### src/hw/ffbank_pkg.sv
package ffbank_pkg;
    // Clock and timing figures
    localparam int CLK_PERIOD_NS = 25;
    localparam int MIN_FORCE_NS = 100;
    localparam int MIN_COND_NS = 400;
    localparam int MIN_IDLE_NS = 400;
    localparam int MIN_CARRY_CLR_NS = 400;
    localparam int MIN_PULSE_NS = 100;
    localparam int MAX_RATE_KHZ = 2000;
    localparam int MIN_PERIOD_NS = 1000000 / MAX_RATE_KHZ;
    // Round a least time up to whole clock cycles
    function automatic int ns_to_cyc(input int ns);
        return (ns + CLK_PERIOD_NS - 1) / CLK_PERIOD_NS;
    endfunction
    // Least times round up to whole cycles
    localparam int FORCE_CYC = ns_to_cyc(MIN_FORCE_NS);
    localparam int COND_CYC = ns_to_cyc(MIN_COND_NS);
    localparam int IDLE_CYC = ns_to_cyc(MIN_IDLE_NS);
    localparam int CARRY_CLR_CYC = ns_to_cyc(MIN_CARRY_CLR_NS);
    localparam int PULSE_CYC = ns_to_cyc(MIN_PULSE_NS);
    localparam int PERIOD_CYC = ns_to_cyc(MIN_PERIOD_NS);
    localparam int CNT_W = 6;
    // Cell counts per variant
    localparam int DUAL_CELLS = 2;
    localparam int TRIPLE_CELLS = 3;
    localparam int QUAD_CELLS = 4;
    localparam int MAX_CELLS = 4;
    localparam logic [MAX_CELLS-1:0] CELL_RST = 4'h0;
    typedef enum logic [1:0] {
        VAR_DUAL,
        VAR_TRIPLE,
        VAR_QUAD
    } variant_t;
endpackage

### src/hw/ffbank_if.sv
`timescale 1ns/1ps
// Input pins are active high in the logic model: 1 = ground (asserted)
interface ffbank_if;
    import ffbank_pkg::*;
    logic [MAX_CELLS-1:0] set_n;     // 1 = direct set active
    logic [MAX_CELLS-1:0] clr_n;     // 1 = direct clear active
    logic [MAX_CELLS-1:0] one_gate;  // Set-side gate level, 1 = enabled
    logic [MAX_CELLS-1:0] zero_gate; // Clear-side gate level, 1 = enabled
    logic [MAX_CELLS-1:0] trig;      // Trigger, rising = ground edge
    logic [MAX_CELLS-1:0] pull_one;  // Collector pull on true output
    logic [MAX_CELLS-1:0] pull_zero; // Collector pull on complement output
    logic [MAX_CELLS-1:0] q;         // True output, 1 = negative level
    logic [MAX_CELLS-1:0] q_bar;     // Complement output
    modport device (
        input set_n, clr_n, one_gate, zero_gate, trig, pull_one, pull_zero,
        output q, q_bar
    );
    modport driver (
        output set_n, clr_n, one_gate, zero_gate, trig, pull_one, pull_zero,
        input q, q_bar
    );
endinterface

### src/hw/gated_flip_flop_bank.sv
`timescale 1ns/1ps
// Overview of operation
// - Dual: two cells, own clears, shared set
// - Direct inputs need at least 100 ns
// - Set and clear together: both outputs inactive
// - Gate accepts trigger only when level grounded
// - Gate level stable 400 ns before trigger
// - Tied gates make cell toggle
// - Trigger on rising edge, up to 2 mc
// - Trigger idle 400 ns before each event
// - Counter clear or set pulses 400 ns
// - Unused direct inputs held inactive
// - Triple: three cells, clear, one gate
// - Quad: four cells, two share clear
// - Set gives true one; clear gives zero
// - Forced output state is held afterwards
module gated_flip_flop_bank #(
    parameter ffbank_pkg::variant_t VARIANT = ffbank_pkg::VAR_DUAL
) (
    // Clock and reset
    input wire logic clock,
    input wire logic rst_n,
    // Link to driving logic
    ffbank_if.device link
);
    import ffbank_pkg::*;

    localparam int NCELL = (VARIANT == VAR_DUAL) ? DUAL_CELLS :
                           (VARIANT == VAR_TRIPLE) ? TRIPLE_CELLS : QUAD_CELLS;
    // Unused cells show neither output
    localparam logic [MAX_CELLS-1:0] USED_CELLS =
        MAX_CELLS'((1 << NCELL) - 1);

    logic [MAX_CELLS-1:0] meta_set, sync_set, meta_clr, sync_clr;
    logic [MAX_CELLS-1:0] meta_one, sync_one, meta_zero, sync_zero;
    logic [MAX_CELLS-1:0] meta_trig, sync_trig, trig_prev_ff;
    logic [MAX_CELLS-1:0] meta_po, sync_po, meta_pz, sync_pz;
    logic [MAX_CELLS-1:0] set_eff, clr_eff, edge_hit;
    logic [MAX_CELLS-1:0] state_ff, nxt_state;
    logic [MAX_CELLS-1:0] q_ff, qb_ff, nxt_q, nxt_qb;

    // Direct set and clear, two-stage synchroniser
    always_ff @(posedge clock or negedge rst_n) begin
        if (!rst_n) begin
            meta_set <= '0;
            sync_set <= '0;
            meta_clr <= '0;
            sync_clr <= '0;
        end else begin
            meta_set <= link.set_n;
            sync_set <= meta_set;
            meta_clr <= link.clr_n;
            sync_clr <= meta_clr;
        end
    end

    // Gate levels, two-stage synchroniser
    always_ff @(posedge clock or negedge rst_n) begin
        if (!rst_n) begin
            meta_one <= '0;
            sync_one <= '0;
            meta_zero <= '0;
            sync_zero <= '0;
        end else begin
            meta_one <= link.one_gate;
            sync_one <= meta_one;
            meta_zero <= link.zero_gate;
            sync_zero <= meta_zero;
        end
    end

    // Trigger, two-stage synchroniser
    always_ff @(posedge clock or negedge rst_n) begin
        if (!rst_n) begin
            meta_trig <= '0;
            sync_trig <= '0;
        end else begin
            meta_trig <= link.trig;
            sync_trig <= meta_trig;
        end
    end

    // Collector pulls, two-stage synchroniser
    always_ff @(posedge clock or negedge rst_n) begin
        if (!rst_n) begin
            meta_po <= '0;
            sync_po <= '0;
            meta_pz <= '0;
            sync_pz <= '0;
        end else begin
            meta_po <= link.pull_one;
            sync_po <= meta_po;
            meta_pz <= link.pull_zero;
            sync_pz <= meta_pz;
        end
    end

    always_ff @(posedge clock or negedge rst_n) begin
        if (!rst_n) begin
            trig_prev_ff <= '0;
        end else begin
            trig_prev_ff <= sync_trig;
        end
    end

    // Per-variant wiring of the direct inputs
    always_comb begin
        set_eff = '0;
        clr_eff = '0;
        case (VARIANT)
            VAR_DUAL: begin
                set_eff[1:0] = {2{sync_set[0]}};
                clr_eff[1:0] = sync_clr[1:0];
            end
            VAR_TRIPLE: begin
                clr_eff[2:0] = sync_clr[2:0];
            end
            VAR_QUAD: begin
                set_eff = sync_set;
                clr_eff = {sync_clr[3:2], sync_clr[1], sync_clr[1]};
            end
            default: begin
                set_eff = '0;
                clr_eff = '0;
            end
        endcase
    end

    // One-cycle pulse on each rising trigger
    assign edge_hit = sync_trig & ~trig_prev_ff;

    // Gated trigger action for one cell; quad cells have no gates
    function automatic logic gate_next(input logic cur, input logic one,
                                       input logic zero);
        logic res;
        res = cur;
        case (VARIANT)
            VAR_DUAL: begin
                // Gates qualified by present state: tied gates toggle
                if (!cur && one) res = 1'b1;
                else if (cur && zero) res = 1'b0;
            end
            VAR_TRIPLE: begin
                // Read-in gate loads a one
                if (one) res = 1'b1;
            end
            default: res = cur;
        endcase
        return res;
    endfunction

    // Cell state update: direct inputs, then collector pulls, then trigger
    always_comb begin
        nxt_state = state_ff;
        for (int i = 0; i < NCELL; i++) begin
            if (set_eff[i] || clr_eff[i]) begin
                if (set_eff[i] && !clr_eff[i]) nxt_state[i] = 1'b1;
                else if (clr_eff[i] && !set_eff[i]) nxt_state[i] = 1'b0;
            end else if (sync_po[i] && !sync_pz[i]) begin
                nxt_state[i] = 1'b1;
            end else if (sync_pz[i] && !sync_po[i]) begin
                nxt_state[i] = 1'b0;
            end else if (edge_hit[i]) begin
                nxt_state[i] = gate_next(state_ff[i], sync_one[i],
                                         sync_zero[i]);
            end
        end
    end

    always_ff @(posedge clock or negedge rst_n) begin
        if (!rst_n) begin
            state_ff <= CELL_RST;
        end else begin
            state_ff <= nxt_state;
        end
    end

    // Outputs, registered
    always_comb begin
        nxt_q = '0;
        nxt_qb = '0;
        for (int i = 0; i < NCELL; i++) begin
            if (set_eff[i] && clr_eff[i]) begin
                nxt_q[i] = 1'b1;
                nxt_qb[i] = 1'b1;
            end else begin
                nxt_q[i] = nxt_state[i];
                nxt_qb[i] = ~nxt_state[i];
            end
        end
    end

    always_ff @(posedge clock or negedge rst_n) begin
        if (!rst_n) begin
            q_ff <= CELL_RST & USED_CELLS;
            qb_ff <= ~CELL_RST & USED_CELLS;
        end else begin
            q_ff <= nxt_q;
            qb_ff <= nxt_qb;
        end
    end

    assign link.q = q_ff;
    assign link.q_bar = qb_ff;

endmodule // gated_flip_flop_bank

### src/flat_wrapper.sv
// flat-port wrapper written by rule: the top's interface ports become plain ports
module gated_flip_flop_bank_flat import ffbank_pkg::*;
#(
    parameter ffbank_pkg::variant_t VARIANT = ffbank_pkg::VAR_DUAL
)
  (clock, rst_n, link_set_n, link_clr_n, link_one_gate, link_zero_gate, link_trig, link_pull_one, link_pull_zero, link_q, link_q_bar);
  ffbank_if link_i ();
  input wire logic clock;
  input wire logic rst_n;
  input wire logic [$bits(link_i.set_n)-1:0] link_set_n;
  input wire logic [$bits(link_i.clr_n)-1:0] link_clr_n;
  input wire logic [$bits(link_i.one_gate)-1:0] link_one_gate;
  input wire logic [$bits(link_i.zero_gate)-1:0] link_zero_gate;
  input wire logic [$bits(link_i.trig)-1:0] link_trig;
  input wire logic [$bits(link_i.pull_one)-1:0] link_pull_one;
  input wire logic [$bits(link_i.pull_zero)-1:0] link_pull_zero;
  output wire logic [$bits(link_i.q)-1:0] link_q;
  output wire logic [$bits(link_i.q_bar)-1:0] link_q_bar;
  assign link_i.set_n = link_set_n;
  assign link_i.clr_n = link_clr_n;
  assign link_i.one_gate = link_one_gate;
  assign link_i.zero_gate = link_zero_gate;
  assign link_i.trig = link_trig;
  assign link_i.pull_one = link_pull_one;
  assign link_i.pull_zero = link_pull_zero;
  assign link_q = link_i.q;
  assign link_q_bar = link_i.q_bar;
  gated_flip_flop_bank #(.VARIANT(VARIANT)) u_core (.clock(clock), .rst_n(rst_n), .link(link_i));
endmodule
### config.mk
export PLATFORM = sky130hd
export DESIGN_NAME = gated_flip_flop_bank_flat
export DESIGN_NICKNAME = d
export VERILOG_FILES = /design/src/hw/ffbank_pkg.sv /design/src/hw/ffbank_if.sv /design/src/hw/gated_flip_flop_bank.sv /design/src/flat_wrapper.sv
export SDC_FILE = /design/constraint.sdc
export NUM_CORES = 1
export LEC_CHECK = 0
export ABC_AREA = 1
export BUFFER_PORTS_ARGS = -buffer_cell sky130_fd_sc_hd__buf_2
export CORE_AREA = 3 3 55 57
export CTS_CLUSTER_SIZE = 20
export DETAILED_ROUTE_END_ITERATION = 7
export DIE_AREA = 0 0 58 60
export GPL_TIMING_DRIVEN = 1
export PLACE_DENSITY = 0.69
export SLEW_MARGIN = 15
export SYNTH_ARGS = -nofsm -noshare
export SYNTH_HDL_FRONTEND = slang
export SYNTH_SLANG_ARGS = --single-unit
### constraint.sdc
create_clock -name clock -period 0.8 [get_ports clock]
set_input_delay 0.24 -clock clock [delete_from_list [all_inputs] [get_ports clock]]
set_output_delay 0.24 -clock clock [all_outputs]
set_load 0.05 [all_outputs]
### Word-level counts from Yosys, hierarchy flattened

Cells that the tools add are included.

| word-level totals | value |
|---|---|
| register bits after elaboration | 34 |
| logic and storage cells | 67 |
| output and inout port bits | 8 |

| cells by class | value |
|---|---|
| bitwise logic cells | 4 |
| reduce and logical (&&, ||, !) cells | 25 |
| mux-type cells | 20 |

Operators by type and width:

| cell | number |
|---|---|
| $mux 1 | 20 |
| $logic_and 1x1->1 | 14 |
| $logic_not 1->1 | 9 |
| $and 2x2->2 | 1 |
| $logic_or 1x1->1 | 2 |
| $not 1->1 | 2 |
| $not 2->2 | 1 |

### Longest topological paths before layout

Gate-level depths: netlist of run 1.

| logic depth | value |
|---|---|
| depth in word-level cells | 9 |
| gate-level depth with buffers | 6 |
| gate-level depth less buffers | 6 |

### Worst setup path after synthesis of run 1

No wires, ideal clock.

| timing | value |
|---|---|
| kind | reg2out |
| start | register u_core.qb_ff[0], in the netlist u_core.link.q_bar[0] |
| end | output port link_q_bar[0] |
| data required time | 560 ps |
| setup slack | -96 ps |
| arrival | 656 ps |
| stages on the path, launching flop included | 1 |
| cell sequence | dfstp_2 |

RTL lines:

| item | RTL line | RTL |
|---|---|---|
| from (decl) | gated_flip_flop_bank.sv:40 | `logic [MAX_CELLS-1:0] q_ff, qb_ff, nxt_q, nxt_qb;` |
| from (signal assigned) | gated_flip_flop_bank.sv:196 | `qb_ff <= ~CELL_RST & USED_CELLS;` |
| from (signal assigned) | gated_flip_flop_bank.sv:199 | `qb_ff <= nxt_qb;` |
| to (decl) | flat_wrapper.sv:18 | `output wire logic [$bits(link_i.q_bar)-1:0] link_q_bar;` |

No word-level cell between the ends.

### Worst setup path after layout of run 1

| timing | value |
|---|---|
| start | register u_core.qb_ff[1], in the netlist u_core.link.q_bar[1] |
| end | output port link_q_bar[1] |

No word-level cell between the ends.

==> results of run 1 <==
synth_stat cells:
cell type	number	area, um2
o21ai_0	2	10.01
inv_1	11	41.29
nand2_1	10	37.54
dfstp_2	2	52.55
a21oi_1	4	20.02
or2_0	2	12.51
nor2_1	6	22.52
nand3_1	4	20.02
dfrtp_1	32	800.8
buf_4	4	30.03
conb_1	1	3.750
flip-flops by register name, summed over array words and instances (netlist names):
name,count
u_core.trig_prev_ff,2
u_core.meta_trig,2
u_core.sync_clr,2
u_core.state_ff,2
u_core.link.q,2
u_core.sync_trig,2
u_core.sync_po,2
u_core.sync_zero,2
u_core.link.q_bar,2
u_core.meta_one,2
u_core.sync_set,1
u_core.meta_po,2
u_core.meta_set,1
u_core.meta_zero,2
u_core.meta_clr,2
u_core.sync_pz,2
u_core.meta_pz,2
u_core.sync_one,2
power groups by stage:
| stage | clock network, mW | registers, mW | logic [mW] |
|---|---|---|---|
| finish | 0.918 | 1.87 | 0.374 |
| global route | 1.05 | 1.89 | 0.408 |
| CTS | 0.977 | 1.87 | 0.373 |
| detailed placement | 0 | 1.90 | 0.276 |
| global placement | 0 | 1.90 | 0.271 |
| floorplan | 0 | 1.96 | 0.119 |
through the flow:
step                      total power, mW  hold WS (ps)  TNS [ps]
after floorplan                     2.082        -55.59    -267.3
after detailed placement            2.176         118.9    -777.0
after global routing                3.344        0.3956     -2547
final                               3.168         23.36     -1932
after CTS                           3.223         3.220     -2057
after global placement              2.167         112.2    -635.3
area by class of cell:
cell class,count,share of cell area (%)
clock buffers,8,4.087
inverters,11,2.870
multi-input cells,32,12.00
flip-flops and latches,34,59.48
well taps,30,2.609
repair buffers,32,18.96
worst max path at each step:
stage / start / to
after floorplan: u_core.link.q_bar[0]$_DFF_PN1_ / link_q_bar[0]
after global placement: u_core.link.q_bar[1]$_DFF_PN1_ / link_q_bar[1]
after detailed placement: u_core.link.q_bar[0]$_DFF_PN1_ / link_q_bar[0]
after CTS: u_core.link.q_bar[1]$_DFF_PN1_ / link_q_bar[1]
after global routing: u_core.link.q_bar[0]$_DFF_PN1_ / link_q_bar[0]
final: u_core.link.q_bar[1]$_DFF_PN1_ / link_q_bar[1]
logic make-up after synthesis:
group / after synthesis / share of synthesized area (%)
buf+inv: 15 / 6.786
compound gates: 6 / 2.857
simple gates: 22 / 8.810
flops: 34 / 81.19
other cells: 1 / 0.3568
metal layers:
| layer | vias to the layer above | track usage (%) | share of wire [%] |
|---|---|---|---|
| li1 | 299 | - | - |
| met1 | 271 | 9.829 | 39 |
| met3 | 6 | 3.888 | 8.8 |
| met5 | - | 0 | 0 |
| met4 | 0 | 12.91 | 4.2 |
| met2 | 22 | 15.32 | 47 |
timing repair:
| item | 4_1_cts | 5_1_grt |
|---|---|---|
| endpoints found under the hold margin | 21 | 0 |
| pin swaps | 2 | 2 |
| endpoints found under the setup margin | 10 | 10 |
| resized for setup | 16 | 5 |
| gates cloned | 0 | 0 |
| hold buffers | 13 | 0 |
==> impl_metrics.json, run 1 <==
{
  "status": "finished, violations left",
  "violations": "setup timing",
  "switching_share_pct": 23.65,
  "die_w_um": 58,
  "routedWlPerCell_um": 9.224,
  "first_global_vias": 570,
  "netlist_area_um2": 1051,
  "p_clk_share_pct": 29.0,
  "die-area_um2": 3480,
  "syn_avg_cell_area_um2": 13.47,
  "worstHoldEndpoint": "u_core.meta_po[0]$_DFF_PN0_",
  "synth_seq_area_share_pct": 81.19,
  "remaining_drc_errors": 0,
  "drv_cap": 0,
  "setup_slack_ps": -438.5,
  "ys_warn_count": 0,
  "p_int_mw": 2.419,
  "power.net_switching_uw": 749.0,
  "seq_area_um2": 855.8,
  "p_per_area_nw_per_um2": 2201,
  "final_antenna_net_count": 0,
  "worstSkewPairLatency_ps": 320,
  "numPortBuffers": 18,
  "r2r_cells": 6,
  "finalHoldViolCount": 0,
  "hpwl_um": 853.7,
  "htree_num_levels": 2,
  "fmax_mhz": 807.4,
  "r2r_setup_slack_ps": -90,
  "grt_pass1_wl_um": 2359,
  "crit_path_top_delay_cell": "dfstp_2",
  "critPathMaxFanout": 1,
  "layout_commonest_cell": "dfrtp_1",
  "synth.distinct_cells": 11,
  "routed_wirelength_um": 1356,
  "setup-violations-final": 10,
  "place_congestion": 0.7713,
  "clockRootBuffer": "clkbuf_4",
  "required_ps": 560,
  "grt_usage_pct": 10.28,
  "clock-sinks": 34,
  "core_um2": 2522,
  "synthToLayoutAreaGrowth_pct": 36.90,
  "overflow": 0,
  "pin_count": 38,
  "skew_ps": 3.272,
  "combPwrFrac_pct": 11.8,
  "diodes": 0,
  "avgViaCountPerCell": 4.068,
  "arrival_ps": 1000,
  "n_fill_cell": 196,
  "tritoncts": "done",
  "p_leak_nw": 0.7067,
  "synth_seq_cells": 34,
  "worstReg2RegEnd": "u_core.state_ff[1]$_DFF_PN0_",
  "fin_util_pct": 57.04,
  "start_util_pct": 41.67,
  "hold_class": "in -> reg",
  "cts_buffer_depth": 2,
  "synth_cells": 78,
  "whs_path_depth": 1,
  "crit_path_max_incr_delay_ps": 540,
  "critical_path.top_delay_family": "flip-flops",
  "final_max_slew_viol_count": 0,
  "nNetsFinal": 146,
  "fin_crit_ps": 1239,
  "hold_start": "link_pull_one[0]",
  "grt_max_degree": 26,
  "pwr-share-seq_pct": 59.2,
  "finalCritPeriodShare_pct": 154.8,
  "path_class": "reg -> out",
  "start_kind": "flip-flop",
  "rsz0062_at_grt": "true",
  "layout_common_cells": "dfrtp_1, buf_2, dlygate4sd3_1",
  "pre_cts_ws_ps": -179.5,
  "dpl-instance-area_um2": 1182,
  "die_h_um": 60,
  "cts_setup_buffers": 0,
  "via_count": 598,
  "crit_cells": 1,
  "place_inst": 126,
  "drt_pre_antenna_iters": 3,
  "drt_iter0_markers": 4,
  "crit_buf_inv": 1,
  "layout-drive-gt1-share_pct": 33.33,
  "r2r_start": "u_core.sync_trig[1]$_DFF_PN0_",
  "layout.cells.non_filler": 147,
  "multi_input_area_um2": 172.7,
  "irDropWorstVdd_mv": 1.317,
  "design_area_um2": 1439,
  "end_kind": "output port",
  "clk_pin_slew_ps": 90,
  "antenna_found_initial": 0,
  "rows": 18,
  "path_cells": "buf_8",
  "cts_made_buffers": 5
}
(Power assumes the default switching activity.)
==> run 2, diff against run 1 <==
--- a/config.mk
+++ b/config.mk
@@ -13,3 +13,3 @@
 export DIE_AREA = 0 0 58 60
-export GPL_TIMING_DRIVEN = 1
+export GPL_TIMING_DRIVEN = 0
 export PLACE_DENSITY = 0.69
--- a/constraint.sdc
+++ b/constraint.sdc
@@ -3,2 +3,2 @@
 set_output_delay 0.24 -clock clock [all_outputs]
-set_load 0.05 [all_outputs]
+set_load 0.1 [all_outputs]
==> impl_metrics.json, run 2 (synthesis gave the netlist of run 1 again) <==
{
  "tritoncts": "done",
  "rsz0062_at_grt": "true",
  "final_max_slew_viol_count": 0,
  "first_global_vias": 629,
  "clockRootBuffer": "clkbuf_4",
  "crit_buf_inv": 1,
  "hpwl_um": 963.4,
  "remaining_drc_errors": 0,
  "r2r_cells": 6,
  "p_leak_nw": 0.7349,
  "violations": "hold timing, setup timing",
  "grt_usage_pct": 11.08,
  "layout-drive-gt1-share_pct": 35.54,
  "antenna_found_initial": 0,
  "place_congestion": 0.7006,
  "finalCritPeriodShare_pct": 170.5,
  "skew_ps": 6.987,
  "setup_slack_ps": -564.2,
  "path_cells": "buf_12",
  "multi_input_area_um2": 167.7,
  "n_fill_cell": 209,
  "layout_commonest_cell": "dfrtp_1",
  "layout_common_cells": "dfrtp_1, buf_2, dlygate4sd3_1",
  "finalPower_mw": 3.340,
  "crit_path_max_incr_delay_ps": 630,
  "worstSkewPairLatency_ps": 320,
  "path_class": "reg -> out",
  "diodes": 0,
  "arrival_ps": 1120,
  "finalHoldViolCount": 32,
  "hold_class": "in -> async",
  "r2r_start": "u_core.trig_prev_ff[0]$_DFF_PN0_",
  "combPwrFrac_pct": 15.6,
  "finalSetupTns_ps": -2495,
  "final_antenna_net_count": 0,
  "whs_ps": -45.23,
  "cts_buffer_depth": 2,
  "grt_pass1_wl_um": 2615,
  "critical_path.top_delay_family": "flip-flops",
  "status": "finished, violations left",
  "p_clk_share_pct": 27.8,
  "pin_count": 38,
  "overflow": 0,
  "numPortBuffers": 18,
  "die-area_um2": 3480,
  "fin_crit_ps": 1364,
  "htree_num_levels": 2,
  "worstReg2RegEnd": "u_core.link.q[0]$_DFF_PN0_",
  "via_count": 641,
  "grt_max_degree": 35,
  "nNetsFinal": 150,
  "start_util_pct": 41.67,
  "critPathMaxFanout": 1,
  "end_kind": "output port",
  "synthToLayoutAreaGrowth_pct": 40.95,
  "routedWlPerCell_um": 10.43,
  "irDropWorstVdd_mv": 1.654,
  "drt_pre_antenna_iters": 4,
  "fin_util_pct": 58.73,
  "pre_cts_ws_ps": -437.3,
  "crit_path_top_delay_cell": "dfstp_4",
  "r2r_setup_slack_ps": -120,
  "drv_cap": 0,
  "switching_share_pct": 26.73,
  "die_w_um": 58,
  "slew-limit-headroom_pct": 52.94,
  "power.net_switching_uw": 892.7,
  "start_kind": "flip-flop",
  "p_per_area_nw_per_um2": 2254,
  "die_h_um": 60,
  "max_slew.worst_pin.slew_ps": 705.9,
  "avgViaCountPerCell": 4.245,
  "drt_iter0_markers": 18,
  "cts_made_buffers": 5,
  "seq_area_um2": 865.8,
  "clock-sinks": 34,
  "rows": 18,
  "core_um2": 2522,
  "fmax_mhz": 733.0,
  "setup-violations-final": 10,
  "pwr-share-seq_pct": 56.6,
  "clk_pin_slew_ps": 90,
  "required_ps": 560,
  "p_int_mw": 2.447,
  "routed_wirelength_um": 1575
}
-- run 2: cell count changes in the layout (fill, tap and decap cells not counted), moves of 2 or more --
cell	change
buf_12	+2
buf_4	+5
buf_8	-2
dfstp_2	-2
dfstp_4	+2
-- run 2: timing repair --
action                                  4_1_cts  5_1_grt
endpoints found under the setup margin       10       10
pin swaps                                     2        2
gates cloned                                  0        0
hold buffers                                  6        7
hold endpoints to repair                     38       39
setup buffers                                 0        1
gates resized for setup                      21        4
-- run 2: cell type report --
type / count / area share, %
sequential: 34 / 58.45
timing repair buffer: 32 / 18.83
multi-input combinational: 32 / 11.32
clock buffer: 7 / 3.716
inverter: 11 / 2.787
tap: 30 / 2.534
buffer: 4 / 2.027
clock inverter: 1 / 0.3378
-- run 2: how the worst max path moves through the flow --
stage	cells after the start	slack [ps]	from	end
after floorplan	0	-200	u_core.link.q_bar[0]$_DFF_PN1_	link_q_bar[0]
final	1	-560	u_core.link.q_bar[0]$_DFF_PN1_	link_q_bar[0]
after global placement	1	-440	u_core.link.q_bar[1]$_DFF_PN1_	link_q_bar[1]
after global routing	1	-610	u_core.link.q_bar[0]$_DFF_PN1_	link_q_bar[0]
after detailed placement	1	-440	u_core.link.q_bar[1]$_DFF_PN1_	link_q_bar[1]
after CTS	1	-580	u_core.link.q_bar[1]$_DFF_PN1_	link_q_bar[1]
-- run 2: power by group through the flow --
stage,Clock (mW),Sequential [mW],Combinational (mW)
after CTS,0.977,1.89,0.489
after detailed placement,0,1.91,0.397
after floorplan,0,2.05,0.160
after global routing,1.09,1.90,0.557
final,0.930,1.89,0.521
after global placement,0,1.91,0.389
-- run 2: worst reg2reg max path, cell delays in order, from the launching register on --
cell	delay, ps
dfrtp_1	390
inv_1	70
nand3_2	50
nand2_1	70
nand3_2	100
nand2_2	80
nand2_1	50
-- run 2: stage by stage --
step / cell area (um2) / std cells / hold WS, ps
2_1_floorplan: 1075 / 81 / -55.59
3_3_place_gp: 1202 / 129 / 310.9
3_5_place_dp: 1202 / 129 / 329.1
4_1_cts: 1396 / 143 / -29.68
5_1_grt: 1481 / 151 / -13.01
6_report: 1481 / 151 / -45.23
-- run 2: per-layer routing --
metal | GRT usage [%] | vias to the layer above | share of wire, %
li1 | - | 312 | -
met1 | 10.72 | 304 | 35
met2 | 18.06 | 21 | 53
met3 | 6.479 | 4 | 8.7
met4 | 6.954 | 0 | 2.8
met5 | 0 | - | 0
